## src/include/sbc_cfg_pkg.sv

```systemverilog
package sbc_cfg_pkg;

   // frame layout: mode bits, select bits, payload above them
   localparam int FRAME_W   = 16;
   localparam int PAY_W     = 8;
   localparam int MODE_LSB  = 0;
   localparam int SEL_LSB   = 3;
   localparam int PAY_LSB   = 6;
   localparam int PAY_MSB   = 13;
   localparam int PARITY_POS = 15;

   // mode select codes
   localparam logic [2:0] MODE_INIT      = 3'h0;
   localparam logic [2:0] MODE_RESTART   = 3'h1;
   localparam logic [2:0] MODE_FAILSAFE  = 3'h2;
   localparam logic [2:0] MODE_SLEEP     = 3'h3;
   localparam logic [2:0] MODE_NORMAL    = 3'h4;
   localparam logic [2:0] MODE_FLASH     = 3'h5;
   localparam logic [2:0] MODE_READ_ONLY = 3'h7;

   // configuration select codes
   localparam logic [2:0] SEL_WAKE = 3'h0;
   localparam logic [2:0] SEL_CFG  = 3'h4;
   localparam logic [2:0] SEL_COMM = 3'h5;
   localparam logic [2:0] SEL_WD   = 3'h6;
   localparam logic [2:0] SEL_DIAG = 3'h7;

   // payload field positions (payload bit 0 is frame bit 6)
   localparam int CFG_THR_LSB   = 0;
   localparam int CFG_SAFE_POS  = 2;
   localparam int CFG_WDTS_POS  = 3;
   localparam int WD_PER_LSB    = 0;
   localparam int DIAG_RC_LSB   = 0;
   localparam int DIAG_SC_LSB   = 2;
   localparam int DIAG_ST_LSB   = 5;

   // values after reset, and the refused threshold code
   localparam logic [1:0] THR_RESET    = 2'h1;
   localparam logic [1:0] THR_INVALID  = 2'h0;
   localparam logic [4:0] WD_PER_RESET = 5'h0F;
   localparam logic       WDTS_RESET   = 1'b1;
   localparam logic       SAFE_RESET   = 1'b0;

   // restart cause codes, and the empty safe output cause
   localparam logic [1:0] RC_NONE  = 2'h0;
   localparam logic [1:0] RC_UV    = 2'h1;
   localparam logic [1:0] RC_WD    = 2'h2;
   localparam logic [1:0] RC_EXT   = 2'h3;
   localparam logic [2:0] SC_NONE  = 3'h0;

   // watchdog timing
   localparam int  CLK_PERIOD_NS  = 100;
   localparam int  TIME_BASE_MS   = 1;
   localparam int  TICK_CYCLES_DEF = TIME_BASE_MS * 1000000 / CLK_PERIOD_NS;
   localparam int  TICK_W         = 16;
   localparam int  MS_W           = 11;
   localparam logic [MS_W-1:0] WD_STEP_LO = 11'h010;
   localparam logic [MS_W-1:0] WD_STEP_HI = 11'h030;
   localparam logic [MS_W-1:0] WD_OFS_HI  = 11'h1D0;
   localparam logic [4:0]      WD_SPLIT   = 5'h10;

endpackage : sbc_cfg_pkg

```

## src/hw/sbc_config_diag_encoding.sv

```systemverilog
// Operation
// - code 00 keeps previous threshold
// - codes 01,10,11 pick levels one to three
// - watchdog period from two linear formulas
// - restart cause encoded in two bits
// - read-only diagnostic read clears restart cause
// - leaving sleep or fail-safe clears cause
// - safe output off clears its cause
// - safe output cause held as three bits
// - strap, test pin, wd bit readable
// - configs one to four coded 000-011
// - top bit set means development mode
// - diagnostic fields are output only
// - write commands answer previous command
// - first normal frame reports previous mode
// - automatic first frame clears nothing
// - bad watchdog parity drops the write
// - read-only answers same frame, no write
// - read-only clears selected interrupt bits
module sbc_config_diag_encoding
   import sbc_cfg_pkg::*;
#(
   parameter int TICK_CYCLES = TICK_CYCLES_DEF
)(
   input  wire logic                            clk,
   input  wire logic                            sys_rst,
   input  wire logic                            frame_start,
   input  wire logic                            frame_done,
   input  wire logic [sbc_cfg_pkg::FRAME_W-1:0] frame_in,
   input  wire logic                            wd_kick,
   input  wire logic                            ev_host_uv,
   input  wire logic                            ev_wd_first,
   input  wire logic                            ev_wake_nack,
   input  wire logic                            ev_flash_ext,
   input  wire logic                            safe_set,
   input  wire logic [2:0]                      safe_cause_in,
   input  wire logic                            leave_sleep,
   input  wire logic                            leave_failsafe,
   input  wire logic                            enter_normal,
   input  wire logic [2:0]                      prev_mode,
   input  wire logic                            restart_by_host,
   input  wire logic                            strap_cfg,
   input  wire logic                            test_pin,
   input  wire logic [sbc_cfg_pkg::PAY_W-1:0]   wake_flags,
   output logic [sbc_cfg_pkg::FRAME_W-1:0]      tx_frame,
   output logic                                 threshold_sel_hi,
   output logic                                 threshold_sel_lo,
   output logic                                 undervolt_level_one,
   output logic                                 undervolt_level_two,
   output logic                                 undervolt_level_three,
   output logic [4:0]                           wd_period,
   output logic                                 wd_expired,
   output logic                                 wd_fail_action,
   output logic                                 fail_safe_output,
   output logic                                 wdfail_to_safe_out,
   output logic                                 restart_cause_hi,
   output logic                                 restart_cause_lo,
   output logic                                 safe_out_cause_b2,
   output logic                                 safe_out_cause_b1,
   output logic                                 safe_out_cause_b0,
   output logic                                 strap_readout_b2,
   output logic                                 strap_readout_b1,
   output logic                                 strap_readout_b0,
   output logic                                 sw_dev_mode,
   output logic                                 ro_clear,
   output logic [2:0]                           ro_clear_sel
);
   import sbc_cfg_pkg::*;

   logic [1:0]         thr_sel,    next_thr_sel;
   logic [4:0]         next_wd_period;
   logic               next_safe,  next_wdts, next_ro_clear;
   logic [1:0]         rcause,     next_rcause;
   logic [2:0]         scause,     next_scause;
   logic               strap_q,    next_strap_q;
   logic               test_q,     next_test_q;
   logic               strap_done, next_strap_done;
   logic [FRAME_W-1:0] pending,    next_pending, next_tx_frame;
   logic               pend_load,  next_pend_load;
   logic [2:0]         pend_sel,   next_pend_sel;
   logic [2:0]         pend_mode,  next_pend_mode;
   logic [2:0]         next_ro_clear_sel;
   logic               wd_restart, next_wd_restart;
   logic [2:0]         hdr_mode, hdr_sel;
   logic               is_ro, is_wr, parity_ok;
   logic [PAY_W-1:0]   wr_pay;
   logic [2:0]         readout;
   logic [1:0]         rc_event;
   logic               rc_hit;
   logic [PAY_W-1:0]   pay_now, pay_pend;

   assign hdr_mode  = frame_in[MODE_LSB +: 3];
   assign hdr_sel   = frame_in[SEL_LSB +: 3];
   assign wr_pay    = frame_in[PAY_MSB:PAY_LSB];
   assign is_ro     = (hdr_mode == MODE_READ_ONLY);
   // diagnostic select carries no writable bits at all
   assign is_wr     = frame_done && !is_ro && (hdr_sel != SEL_DIAG);
   assign parity_ok = ((^frame_in[PAY_MSB:PAY_LSB]) == frame_in[PARITY_POS]);

   // config code: bit0 strap (supply off), bit1 two-failure setting
   assign readout = {test_q, wdfail_to_safe_out, strap_q};
   assign sw_dev_mode = readout[2];

   // payload of a selectable register from present state
   function automatic logic [PAY_W-1:0] payload_of(input logic [2:0] sel);
      logic [PAY_W-1:0] p;
      p = '0;
      unique case (sel)
         SEL_WAKE: p = wake_flags;
         SEL_CFG: begin
            p[CFG_THR_LSB +: 2] = thr_sel;
            p[CFG_SAFE_POS]     = fail_safe_output;
            p[CFG_WDTS_POS]     = wdfail_to_safe_out;
         end
         SEL_WD: p[WD_PER_LSB +: 5] = wd_period;
         SEL_DIAG: begin
            p[DIAG_RC_LSB +: 2] = rcause;
            p[DIAG_SC_LSB +: 3] = scause;
            p[DIAG_ST_LSB +: 3] = readout;
         end
         default: p = '0; // communication and unused selects read zero
      endcase
      return p;
   endfunction : payload_of

   // processes, not assigns: registers read inside the function wake them
   always_comb pay_now  = payload_of(hdr_sel);
   always_comb pay_pend = payload_of(pend_sel);

   // restart cause priority: external beats watchdog beats undervoltage
   always_comb begin
      rc_hit   = 1'b1;
      rc_event = RC_NONE;
      if (ev_flash_ext) begin
         rc_event = RC_EXT;
      end else if (ev_wd_first || ev_wake_nack) begin
         rc_event = RC_WD;
      end else if (ev_host_uv) begin
         rc_event = RC_UV;
      end else if (safe_set) begin
         rc_event = RC_NONE;
      end else begin
         rc_hit = 1'b0;
      end
   end

   // configuration writes and diagnostic flags; a set beats a clear
   always_comb begin
      next_thr_sel   = thr_sel;
      next_wd_period = wd_period;
      next_safe      = fail_safe_output;
      next_wdts      = wdfail_to_safe_out;
      next_rcause    = rcause;
      next_scause    = scause;
      next_wd_restart = wd_kick;
      if (is_wr && hdr_sel == SEL_CFG) begin
         if (wr_pay[CFG_THR_LSB +: 2] != THR_INVALID) begin
            next_thr_sel = wr_pay[CFG_THR_LSB +: 2];
         end
         next_safe = wr_pay[CFG_SAFE_POS];
         next_wdts = wr_pay[CFG_WDTS_POS];
         if (!wr_pay[CFG_SAFE_POS]) begin
            next_scause = SC_NONE;
         end
      end
      if (is_wr && hdr_sel == SEL_WD && parity_ok) begin
         next_wd_period  = wr_pay[WD_PER_LSB +: 5];
         next_wd_restart = 1'b1;
      end
      if ((frame_done && is_ro && hdr_sel == SEL_DIAG)
          || leave_sleep || leave_failsafe) begin
         next_rcause = RC_NONE;
      end
      if (rc_hit) begin
         next_rcause = rc_event;
      end
      if (safe_set) begin
         next_safe   = 1'b1;
         next_scause = safe_cause_in;
      end
   end

   // answer path: read-only now, everything else one command late
   always_comb begin
      next_tx_frame     = tx_frame;
      next_pending      = pending;
      next_pend_load    = 1'b0;
      next_pend_sel     = pend_sel;
      next_pend_mode    = pend_mode;
      next_ro_clear     = 1'b0;
      next_ro_clear_sel = ro_clear_sel;
      if (frame_start) begin
         if (is_ro) begin
            next_tx_frame = {2'h0, pay_now, hdr_sel, hdr_mode};
         end else begin
            next_tx_frame = pending;
         end
      end
      if (frame_done && is_ro) begin
         next_ro_clear     = 1'b1;
         next_ro_clear_sel = hdr_sel;
      end else if (frame_done) begin
         // snapshot one cycle later so the answer shows this write
         next_pend_load = 1'b1;
         next_pend_sel  = hdr_sel;
         next_pend_mode = hdr_mode;
      end else if (enter_normal) begin
         next_pend_load = 1'b1;
         next_pend_mode = prev_mode;
         unique case (prev_mode)
            MODE_SLEEP:    next_pend_sel = SEL_WAKE;
            MODE_FAILSAFE: next_pend_sel = SEL_DIAG;
            MODE_RESTART:  next_pend_sel = (!restart_by_host && !strap_q)
                                           ? SEL_DIAG : SEL_CFG;
            default:       next_pend_sel = SEL_CFG;
         endcase
      end
      // the snapshot only reads; clearing waits for a read-only request
      if (pend_load) begin
         next_pending = {2'h0, pay_pend, pend_sel, pend_mode};
      end
   end

   // strap and test pin are caught once, on the first edge after reset
   always_comb begin
      next_strap_done = 1'b1;
      next_strap_q    = strap_done ? strap_q : strap_cfg;
      next_test_q     = strap_done ? test_q : test_pin;
   end

   always_ff @(posedge clk) begin
      if (sys_rst) begin
         thr_sel            <= THR_RESET;
         wd_period          <= WD_PER_RESET;
         fail_safe_output   <= SAFE_RESET;
         wdfail_to_safe_out <= WDTS_RESET;
         rcause             <= RC_NONE;
         scause             <= SC_NONE;
         strap_q            <= 1'b0;
         test_q             <= 1'b0;
         strap_done         <= 1'b0;
         tx_frame           <= '0;
         pending            <= '0;
         pend_load          <= 1'b0;
         pend_sel           <= SEL_CFG;
         pend_mode          <= MODE_INIT;
         ro_clear           <= 1'b0;
         ro_clear_sel       <= SEL_WAKE;
         wd_restart         <= 1'b1;
      end else begin
         thr_sel            <= next_thr_sel;
         wd_period          <= next_wd_period;
         fail_safe_output   <= next_safe;
         wdfail_to_safe_out <= next_wdts;
         rcause             <= next_rcause;
         scause             <= next_scause;
         strap_q            <= next_strap_q;
         test_q             <= next_test_q;
         strap_done         <= next_strap_done;
         tx_frame           <= next_tx_frame;
         pending            <= next_pending;
         pend_load          <= next_pend_load;
         pend_sel           <= next_pend_sel;
         pend_mode          <= next_pend_mode;
         ro_clear           <= next_ro_clear;
         ro_clear_sel       <= next_ro_clear_sel;
         wd_restart         <= next_wd_restart;
      end
   end

   assign threshold_sel_hi  = thr_sel[1];
   assign threshold_sel_lo  = thr_sel[0];
   assign restart_cause_hi  = rcause[1];
   assign restart_cause_lo  = rcause[0];
   assign safe_out_cause_b2 = scause[2];
   assign safe_out_cause_b1 = scause[1];
   assign safe_out_cause_b0 = scause[0];
   assign strap_readout_b2  = readout[2];
   assign strap_readout_b1  = readout[1];
   assign strap_readout_b0  = readout[0];
   // development mode swallows the failure action, not the timeout
   assign wd_fail_action    = wd_expired && !sw_dev_mode;

   sbc_threshold_decode u_thr (
      .thr_sel               (thr_sel),
      .undervolt_level_one   (undervolt_level_one),
      .undervolt_level_two   (undervolt_level_two),
      .undervolt_level_three (undervolt_level_three)
   );

   sbc_wd_timer #(.TICK_CYCLES(TICK_CYCLES)) u_wd (
      .clk     (clk),
      .sys_rst (sys_rst),
      .period  (wd_period),
      .restart (wd_restart),
      .expired (wd_expired)
   );
endmodule : sbc_config_diag_encoding

```

## src/hw/sbc_threshold_decode.sv

```systemverilog
module sbc_threshold_decode
   import sbc_cfg_pkg::*;
(
   input  wire logic [1:0] thr_sel,
   output logic            undervolt_level_one,
   output logic            undervolt_level_two,
   output logic            undervolt_level_three
);

   // one-hot level select; code 00 never reaches here, it is filtered
   always_comb begin
      undervolt_level_one   = (thr_sel == 2'h1);
      undervolt_level_two   = (thr_sel == 2'h2);
      undervolt_level_three = (thr_sel == 2'h3);
   end

endmodule : sbc_threshold_decode

```

## src/hw/sbc_wd_timer.sv

```systemverilog
module sbc_wd_timer
   import sbc_cfg_pkg::*;
#(
   parameter int TICK_CYCLES = TICK_CYCLES_DEF
)(
   input  wire logic       clk,
   input  wire logic       sys_rst,
   input  wire logic [4:0] period,
   input  wire logic       restart,
   output logic            expired
);

   logic [TICK_W-1:0] div;
   logic [TICK_W-1:0] next_div;
   logic [MS_W-1:0]   ms;
   logic [MS_W-1:0]   next_ms;
   logic [MS_W-1:0]   limit;
   logic              tick;
   logic              next_expired;

   // two linear segments keep the table out of a rom
   always_comb begin
      if (period < WD_SPLIT) begin
         limit = (MS_W'(period) + 11'h001) * WD_STEP_LO;
      end else begin
         limit = MS_W'(MS_W'(period) * WD_STEP_HI - WD_OFS_HI);
      end
   end

   // 1 ms time base, then a millisecond count up to the limit
   always_comb begin
      tick         = (div == TICK_W'(TICK_CYCLES - 1));
      next_div     = tick ? '0 : div + 1'b1;
      next_ms      = ms;
      next_expired = 1'b0;
      if (restart) begin
         next_div = '0;
         next_ms  = '0;
      end else if (tick) begin
         if (ms + 1'b1 >= limit) begin
            next_ms      = '0;
            next_expired = 1'b1;
         end else begin
            next_ms = ms + 1'b1;
         end
      end
   end

   always_ff @(posedge clk) begin
      if (sys_rst) begin
         div     <= '0;
         ms      <= '0;
         expired <= 1'b0;
      end else begin
         div     <= next_div;
         ms      <= next_ms;
         expired <= next_expired;
      end
   end

endmodule : sbc_wd_timer

```

## config.mk

```make
export PLATFORM = sky130hd
export DESIGN_NAME = sbc_config_diag_encoding
export DESIGN_NICKNAME = d
export VERILOG_FILES = /design/src/include/sbc_cfg_pkg.sv /design/src/hw/sbc_config_diag_encoding.sv /design/src/hw/sbc_threshold_decode.sv /design/src/hw/sbc_wd_timer.sv
export SDC_FILE = /design/constraint.sdc
export NUM_CORES = 1
export LEC_CHECK = 0
export BUFFER_PORTS_ARGS = -buffer_cell sky130_fd_sc_hd__buf_4
export CAP_MARGIN = 0
export CORE_MARGIN = 2
export CORE_UTILIZATION = 60
export CTS_CLUSTER_SIZE = 20
export DETAILED_ROUTE_END_ITERATION = 16
export PLACE_DENSITY = 0.86
export SYNTH_ARGS = -nofsm -noshare
export SYNTH_HDL_FRONTEND = slang
export SYNTH_HIERARCHICAL = 1
export SYNTH_SLANG_ARGS = --single-unit
```

## constraint.sdc

```tcl
create_clock -name clk -period 7.92 [get_ports clk]
set_input_delay 0.792 -clock clk [delete_from_list [all_inputs] [get_ports clk]]
set_output_delay 0.792 -clock clk [all_outputs]
set_load 0.1 [all_outputs]
```

# After elaboration in Yosys (flattened, before gate mapping)
# Cells that the tools add are included.
# classes
magnitude_cmp,2
n_reduce_logical,31
mux,34
shifts,0
n_mul,1
bitwise,2
addsub,4
div_mod_pow,0
n_eq_ne,17
# ops
cell,count
$pmux 4 s4,2
$mux 11,2
$eq 3x3->1 const B,7
$mux 3,7
$add 16x1->16 const B,1
$eq 16x14->1 const B,1
$mux 14,1
$mux 1,12
$pmux 3 s2,2
$add 11x1->11 const B,1
$ge 11x11->1,1
$sub 11x9->11 const B,1
$mux 2,5
$logic_and 1x1->1,9
$pmux 3 s3,1
$reduce_bool 2->1,4
$reduce_xor 8->1,1
$mul 5x2->7 const B,1
$add 5x1->6 const B,1
$eq 3x2->1 const B,2
$logic_not 3->1,2
$pmux 1 s3,2
$reduce_and 2->1,3
$reduce_or 2->1,3
11 further kinds,19
# word_totals
n_memories,0
input_bits,46
mem_bits_ro,0
word_cells,111
ff_bits,87
latch_bits,0
ramBits,0

# Logic depth before layout (Yosys ltp)
# Gate-level depths: netlist of the first run.
# logic_depth
ltp_word,7
depth_mapped,13
ltp_nobuf,13

# Hierarchy
# The synthesis of the first run kept the hierarchy.
# modules_own_cells
module,seq_area_each_um2,area_per_inst_um2,n_inst,cells_each
sbc_config_diag_encoding,1141.1,2700.1,1,314
sbc_wd_timer,560.5,1765.4,1,201
sbc_threshold_decode,0.0,22.5,1,3

# Worst setup path after synthesis of the first run
# OpenSTA, ideal clock, no wires.
# synth_timing
path_type,reg-to-reg
start,reg wd_period[2]
end,reg u_wd.ms[0]
path_stages_with_launch,13
arrival_ps,4042
setup_slack_ps,3811
required_ps,7853
n_path_buf,0
cell_sequence,dfxtp_1 ha_1 a21o_1 a21oi_1 xnor2_1 or4_1 a31oi_1 ha_1 o21ai_0 nor2_1 or4b_4 or2_1 o21ai_2
# synth_via
elab_chain_len,5
# synth_lines
item,line_no,text
from (decl),sbc_config_diag_encoding.sv:51,"output logic [4:0] wd_period,"
from (signal assigned),sbc_config_diag_encoding.sv:252,wd_period <= next_wd_period;
$mul 5x2->7,sbc_wd_timer.sv:26,limit = MS_W'(MS_W'(period) * WD_STEP_HI - WD_OFS_HI);
$sub 11x9->11,sbc_wd_timer.sv:26,
$mux 11 (*),sbc_wd_timer.sv:23,if (period < WD_SPLIT) begin
$ge 11x11->1 (*),sbc_wd_timer.sv:40,if (ms + 1'b1 >= limit) begin
$mux 11 (*),sbc_wd_timer.sv:40,
to (signal assigned),sbc_wd_timer.sv:56,ms <= next_ms;
to (decl),sbc_wd_timer.sv:15,logic [MS_W-1:0] ms;
# Every way passes the cells marked *; elsewhere a longest branch is shown, timed or not.
# A chain may end at the register's enable or synchronous reset.

# Final worst setup path of the first run
# Ends and elaborated chain as after synthesis.

==> impl_metrics.ini, run 1 <==
[timing]
fmax_mhz = 259
fin_worst_skew_ns = 0.0129
setup_viol = 0
rsz0062_at_grt = false
hold_viol = 0
fin_crit_ns = 3.86
final.setup.tns_ns = 0
timing.slew.headroom = 0.399
worst_slew_pin_slew_ns = 0.901
fin_crit_sh = 0.487
slew_viol_final = 0

[synth]
syn-cell-area_um2 = 4490
synth_top_family_by_area = simple AND/OR/NAND/NOR gates
synth_mux_area_frac = 0.0753
synth_ff_type = dfxtp_1
synth-seq-cells = 85
ys_async_sr_fraction = 0
synthSimpleGateAreaFrac = 0.223
synth-edff-count = 0
synth_cell_types = 61
syn_area_per_cell_um2 = 8.66
seq_area_frac_synth = 0.379
synth_xor_area_frac = 0.0644
synthAdderAreaFrac = 0.0491
synth_cells = 518
yosysWarnings = 6
synth_compound_area_frac = 0.166

[cts]
clk_latency_ns = 0.37
cts-resized-gates = 0
cts_tree = done
path_clk_slew_ns = 0.09
cts.sink_count = 85
h-tree-depth = 3
holdBufCountCts = 0
cts_setup_buffers = 0
cts_made_buffers = 9
cts.path.max_buffers = 2
root_buffer = clkbuf_8

[global_routing]
grt_pass1_wl_mm = 17.8
overflow = 0
grt_util_all_layers = 0.266
grt_max_degree = 61
grt_pass1_vias = 3847
grt_antenna_before_repair = 0

[min_path]
hp-class = reg -> reg

[routing]
firstDrtPassIters = 5
finalWirelength_mm = 10.7
met1Wirelength_mm = 4.45
post_drt_wl_per_cell_um = 15.5
num_vias = 3999
top_layer = met4
drc_errors = 0
dr.first_iter.drc_count = 179
via_per_inst = 5.79
met3_wirelength_um = 694
ant_nets = 0
wl_met2_mm = 5.31

[floorplanning]
rows = 31
core-area_um2 = 7250
start_util = 0.619
ios = 89
dieArea_um2 = 8190
die_w_um = 90.5
die_h_um = 90.5

[critical_path]
cpMostUsedCell = ha_1
critical_path.max_stage_delay_ns = 0.57
path_cells = ha_1 -> a21o_1 -> a21oi_1 -> xnor2_1 -> or4_1 -> a31oi_1 -> ha_1 -> o21ai_0 -> nor2_1 -> or4b_4 -> or2_1 -> o21ai_2
end_kind = register
start_kind = register
crit_arrival_ns = 4.16
cp_max_fo = 8
crit_type = reg -> reg
critPathSlowestCell = or4b_4
required_ns = 8.22

[cells_and_area]
diodes = 0
multi_input_area_um2 = 2600
fillCellCount = 551
areaGrowthSynthToFinish_pct = 19.1
nets = 650
drive_above_1_share = 0.204
seqCellArea_um2 = 1700
final_area_um2 = 5350

[job]
drv_cap = 0

[pwr]
ir_worst_vdd_v = 0.000133
power_leakage_nw = 2.20
p_per_area_nw_per_um2 = 190

[status]
status = completed

[placed_design]
place_congestion = 0.870
post_dp_cell_area_um2 = 5120
dp_hpwl_mm = 7.71
io_buffers = 85
-- critical path, delay by kind of cell (launching register included) --
kind	cells	cell delay, ns
xor+xnor	1	0.16
fa+ha+maj	2	0.57
flops	1	0.56
simple gates	4	1.45
compound gates	5	1.04
-- final timing paths --
path,cells past startpoint,from,slack (ns),end
worst max-delay path,12,wd_period[2],4.06,u_wd/ms[0]
worst min-delay path,1,wd_restart,0.42,u_wd/expired
worst max register to register,12,wd_period[2],4.06,u_wd/ms[0]
worst min register to register,1,wd_restart,0.42,u_wd/expired
-- per-layer routing --
metal,vias to the layer above,global-route usage
li1,1972,-
met1,1858,0.316
met2,146,0.459
met3,23,0.0718
met4,0,0.101
met5,-,0
-- metrics by stage --
stage | setup slack [ns] | std cells | hold slack [ns] | power, mW | util
final | 4.06 | 691 | 0.415 | 1.01 | 0.737
after global routing | 3.83 | 691 | 0.436 | 1.05 | 0.737
after CTS | 4.06 | 691 | 0.419 | 1.02 | 0.737
after detailed placement | 4.14 | 675 | 0.406 | 0.669 | 0.706
after global placement | 4.30 | 675 | 0.413 | 0.664 | 0.706
after floorplan | 3.81 | 519 | 0.399 | 0.617 | -
-- cell type report --
| class | instances | share of cell area |
|---|---|---|
| timing repair buffer | 85 | 0.119 |
| clock inverter | 7 | 0.0192 |
| inverter | 14 | 0.00983 |
| clock buffer | 9 | 0.0232 |
| tap | 99 | 0.0232 |
| sequential | 85 | 0.318 |
| multi-input combinational | 392 | 0.487 |
-- power by group --
group	switching, mW	leakage [nW]	internal, mW
Clock	0.171	0.111	0.181
Combinational	0.131	1.39	0.0648
Sequential	0.0205	0.695	0.444
-- cells in the final DEF (no fill, tap or decap), drive strengths merged, types with 8 or more instances in the layout --
| cell | instances |
|---|---|
| a211oi | 22 |
| a21oi | 29 |
| a22oi | 8 |
| and3 | 10 |
| buf | 85 |
| clkbuf | 9 |
| dfxtp | 85 |
| ha | 16 |
| inv | 17 |
| mux2i | 27 |
| nand2 | 43 |
| nand3 | 21 |
| nor2 | 75 |
| nor3 | 8 |
| o21ai | 14 |
| xnor2 | 21 |
| xor2 | 12 |
-- synthesized netlist by cell type (all sizes together), types with 6 or more instances --
library cell	instances	area, µm²
nor2	75	289
nand3	21	105
ha	16	200
a21oi	29	145
a211oi	22	165
mux2i	27	270
buf	13	78.8
and3	10	63.8
a22o	6	52.6
xnor2	21	184
xor2	12	105
o21ai	14	77.6
dfxtp	85	1700
nand2	43	161
mux2	6	67.6
clkbuf	15	56.3
nor3	8	56.3
a22oi	8	60.1
inv	14	52.6
-- cell families (layout without fill, tap and decap cells) --
group                      count (synthesis)  count (layout)
other                                      1               2
muxes                                     33              33
AOI/OAI and AO/OA                        109             109
buffers and inverters                     42             115
and+or+nand+nor                          198             198
adders and majority gates                 17              17
xor gates and xnor gates                  33              33
DFF                                       85              85
-- state kept, by name, summed over array words and instances, names as in the netlist, 3 cells and up --
signal        flops
tx_frame         14
u_wd/div         16
pend_mode         3
pending          14
scause            3
pend_sel          3
wd_period         5
u_wd/ms          11
ro_clear_sel      3
Note: power is estimated with default switching activity, not from simulation.
==> run 2: changes to the inputs <==
CORE_UTILIZATION = 55   (was 60)
PLACE_DENSITY = 0.8   (was 0.86)
clock period = 3.8 ns   (was 7.92 ns; I/O delays follow)
==> run 2 against run 1 <==
Combinational power increased by 110%. Flip-flop and latch count unchanged. Critical path type unchanged. Sequential share of layout area increased by 0.21 points. Via count decreased by 0.88%.
==> impl_metrics.ini, run 2 (synthesis results as in run 1) <==
[timing]
fin_crit_ns = 3.55
fin_crit_sh = 0.934
hold_viol = 0
worst_slew_pin_slew_ns = 0.890
fmax_mhz = 282
final.setup.tns_ns = 0
setup_ws_ns = 0.252
rsz0062_at_grt = false
timing.slew.headroom = 0.406
fin_worst_skew_ns = 0.0132
slew_viol_final = 0
setup_viol = 0

[floorplanning]
ios = 89
rows = 32
die_h_um = 94.3
core-area_um2 = 7810
die_w_um = 94.3
start_util = 0.575
dieArea_um2 = 8900

[cells_and_area]
multi_input_area_um2 = 2610
areaGrowthSynthToFinish_pct = 19.1
top_register = u_wd/div
diodes = 0
reg.largest.list = u_wd/div: 16 flops, pending: 14 flops, tx_frame: 14 flops
drive_above_1_share = 0.216
largest_reg_flops = 16
mostFrequentLayoutCell = buf_4
fillCellCount = 672
fin_cells = 694
nets = 650
seqCellArea_um2 = 1710
final_cell_mix = buf_4, dfxtp_1, nor2_1, nand2_1, a21oi_1

[pwr]
ir_worst_vdd_v = 0.000226
power_leakage_nw = 2.20
p_per_area_nw_per_um2 = 377

[global_routing]
overflow = 0
grt_antenna_before_repair = 0
grt_util_all_layers = 0.253
grt_pass1_vias = 3864
grt_max_degree = 61
grt_pass1_wl_mm = 17.8

[critical_path]
crit_buf_inv = 0
crit_arrival_ns = 3.85
cpMostUsedCell = ha_1
crit_type = reg -> reg
end_kind = register
rr_worst_depth = 12
cp_max_fo = 11
r2r-end = u_wd/ms[4]
critical_path.max_stage_delay_ns = 0.57
start_kind = register
r2r_slack_ns = 0.25
worstReg2RegStart = wd_period[0]
cp_top_family = simple AND/OR/NAND/NOR gates
required_ns = 4.10
path_cells = ha_1 -> fa_1 -> xnor2_2 -> nor3_1 -> mux2i_1 -> a32oi_1 -> ha_1 -> a211oi_1 -> nor2_1 -> or4b_4 -> or2_1 -> o21ai_2
critPathSlowestCell = or4b_4

[routing]
via_per_inst = 5.71
num_vias = 3964
finalWirelength_mm = 10.6
firstDrtPassIters = 4
drc_errors = 0
ant_nets = 0
dr.first_iter.drc_count = 182
post_drt_wl_per_cell_um = 15.3

[cts]
path_clk_slew_ns = 0.10
clk_latency_ns = 0.37
cts_made_buffers = 9
h-tree-depth = 3
cts_tree = done
cts.sink_count = 85
root_buffer = clkbuf_8
cts.path.max_buffers = 2
cts-resized-gates = 0
cts_setup_buffers = 0
holdBufCountCts = 0

[job]
drv_cap = 0

[placed_design]
io_buffers = 85
dp_cells = 678
pre_cts_ws_ns = 0.198
place_congestion = 0.883
dp_hpwl_mm = 7.75

[min_path]
hp-class = in -> reg
min-delay-start = wd_kick
hold_depth = 2
whs_endpoint = wd_restart

[status]
status = completed
-- run 2: stage by stage --
step	power, mW	utilization	hold WS [ns]	cell area (µm²)
after floorplan	1.29	-	0.399	4500
after global placement	1.39	0.657	0.411	5130
after detailed placement	1.40	0.657	0.413	5130
after CTS	2.02	0.683	0.207	5330
after global routing	2.10	0.685	0.214	5350
final	2.01	0.685	0.217	5350
-- run 2: routing by layer --
layer / global-route usage / up-vias / share of wire
li1: - / 1983 / -
met4: 0.0882 / 0 / 0.0093
met2: 0.439 / 109 / 0.49
met5: 0 / - / 0
met3: 0.0511 / 9 / 0.063
met1: 0.314 / 1863 / 0.43
-- run 2: how the worst max path moves through the flow --
stage,start,endpoint,cells past startpoint
final,wd_period[0],u_wd/ms[4],12
after global routing,wd_period[1],u_wd/ms[4],13
after CTS,wd_period[0],u_wd/ms[4],12
after detailed placement,wd_period[0],u_wd/ms[4],12
after global placement,wd_period[0],u_wd/ms[4],12
after floorplan,wd_period[2],u_wd/ms[0],12
-- run 2: worst reg2reg max path, cell delays in order (launching register included) --
cell and delay [ns]:
dfxtp_4 0.39, ha_1 0.24, fa_1 0.43, xnor2_2 0.31, nor3_1 0.09, mux2i_1 0.26
a32oi_1 0.16, ha_1 0.31, a211oi_1 0.23, nor2_1 0.10, or4b_4 0.57, or2_1 0.27
o21ai_2 0.12
-- run 2: cell type report --
class | instances | share of cell area
repair buffers | 85 | 0.119
clock buffers | 9 | 0.0232
inverters | 14 | 0.00983
well taps | 102 | 0.0239
flip-flops and latches | 85 | 0.320
clock inverters | 7 | 0.0143
multi-input cells | 392 | 0.489
-- run 2: where the power goes --
group | leakage, nW | internal (mW) | switching [mW]
Combinational | 1.40 | 0.136 | 0.273
Clock | 0.103 | 0.261 | 0.375
Sequential | 0.694 | 0.925 | 0.0422
Total | 2.20 | 1.32 | 0.691
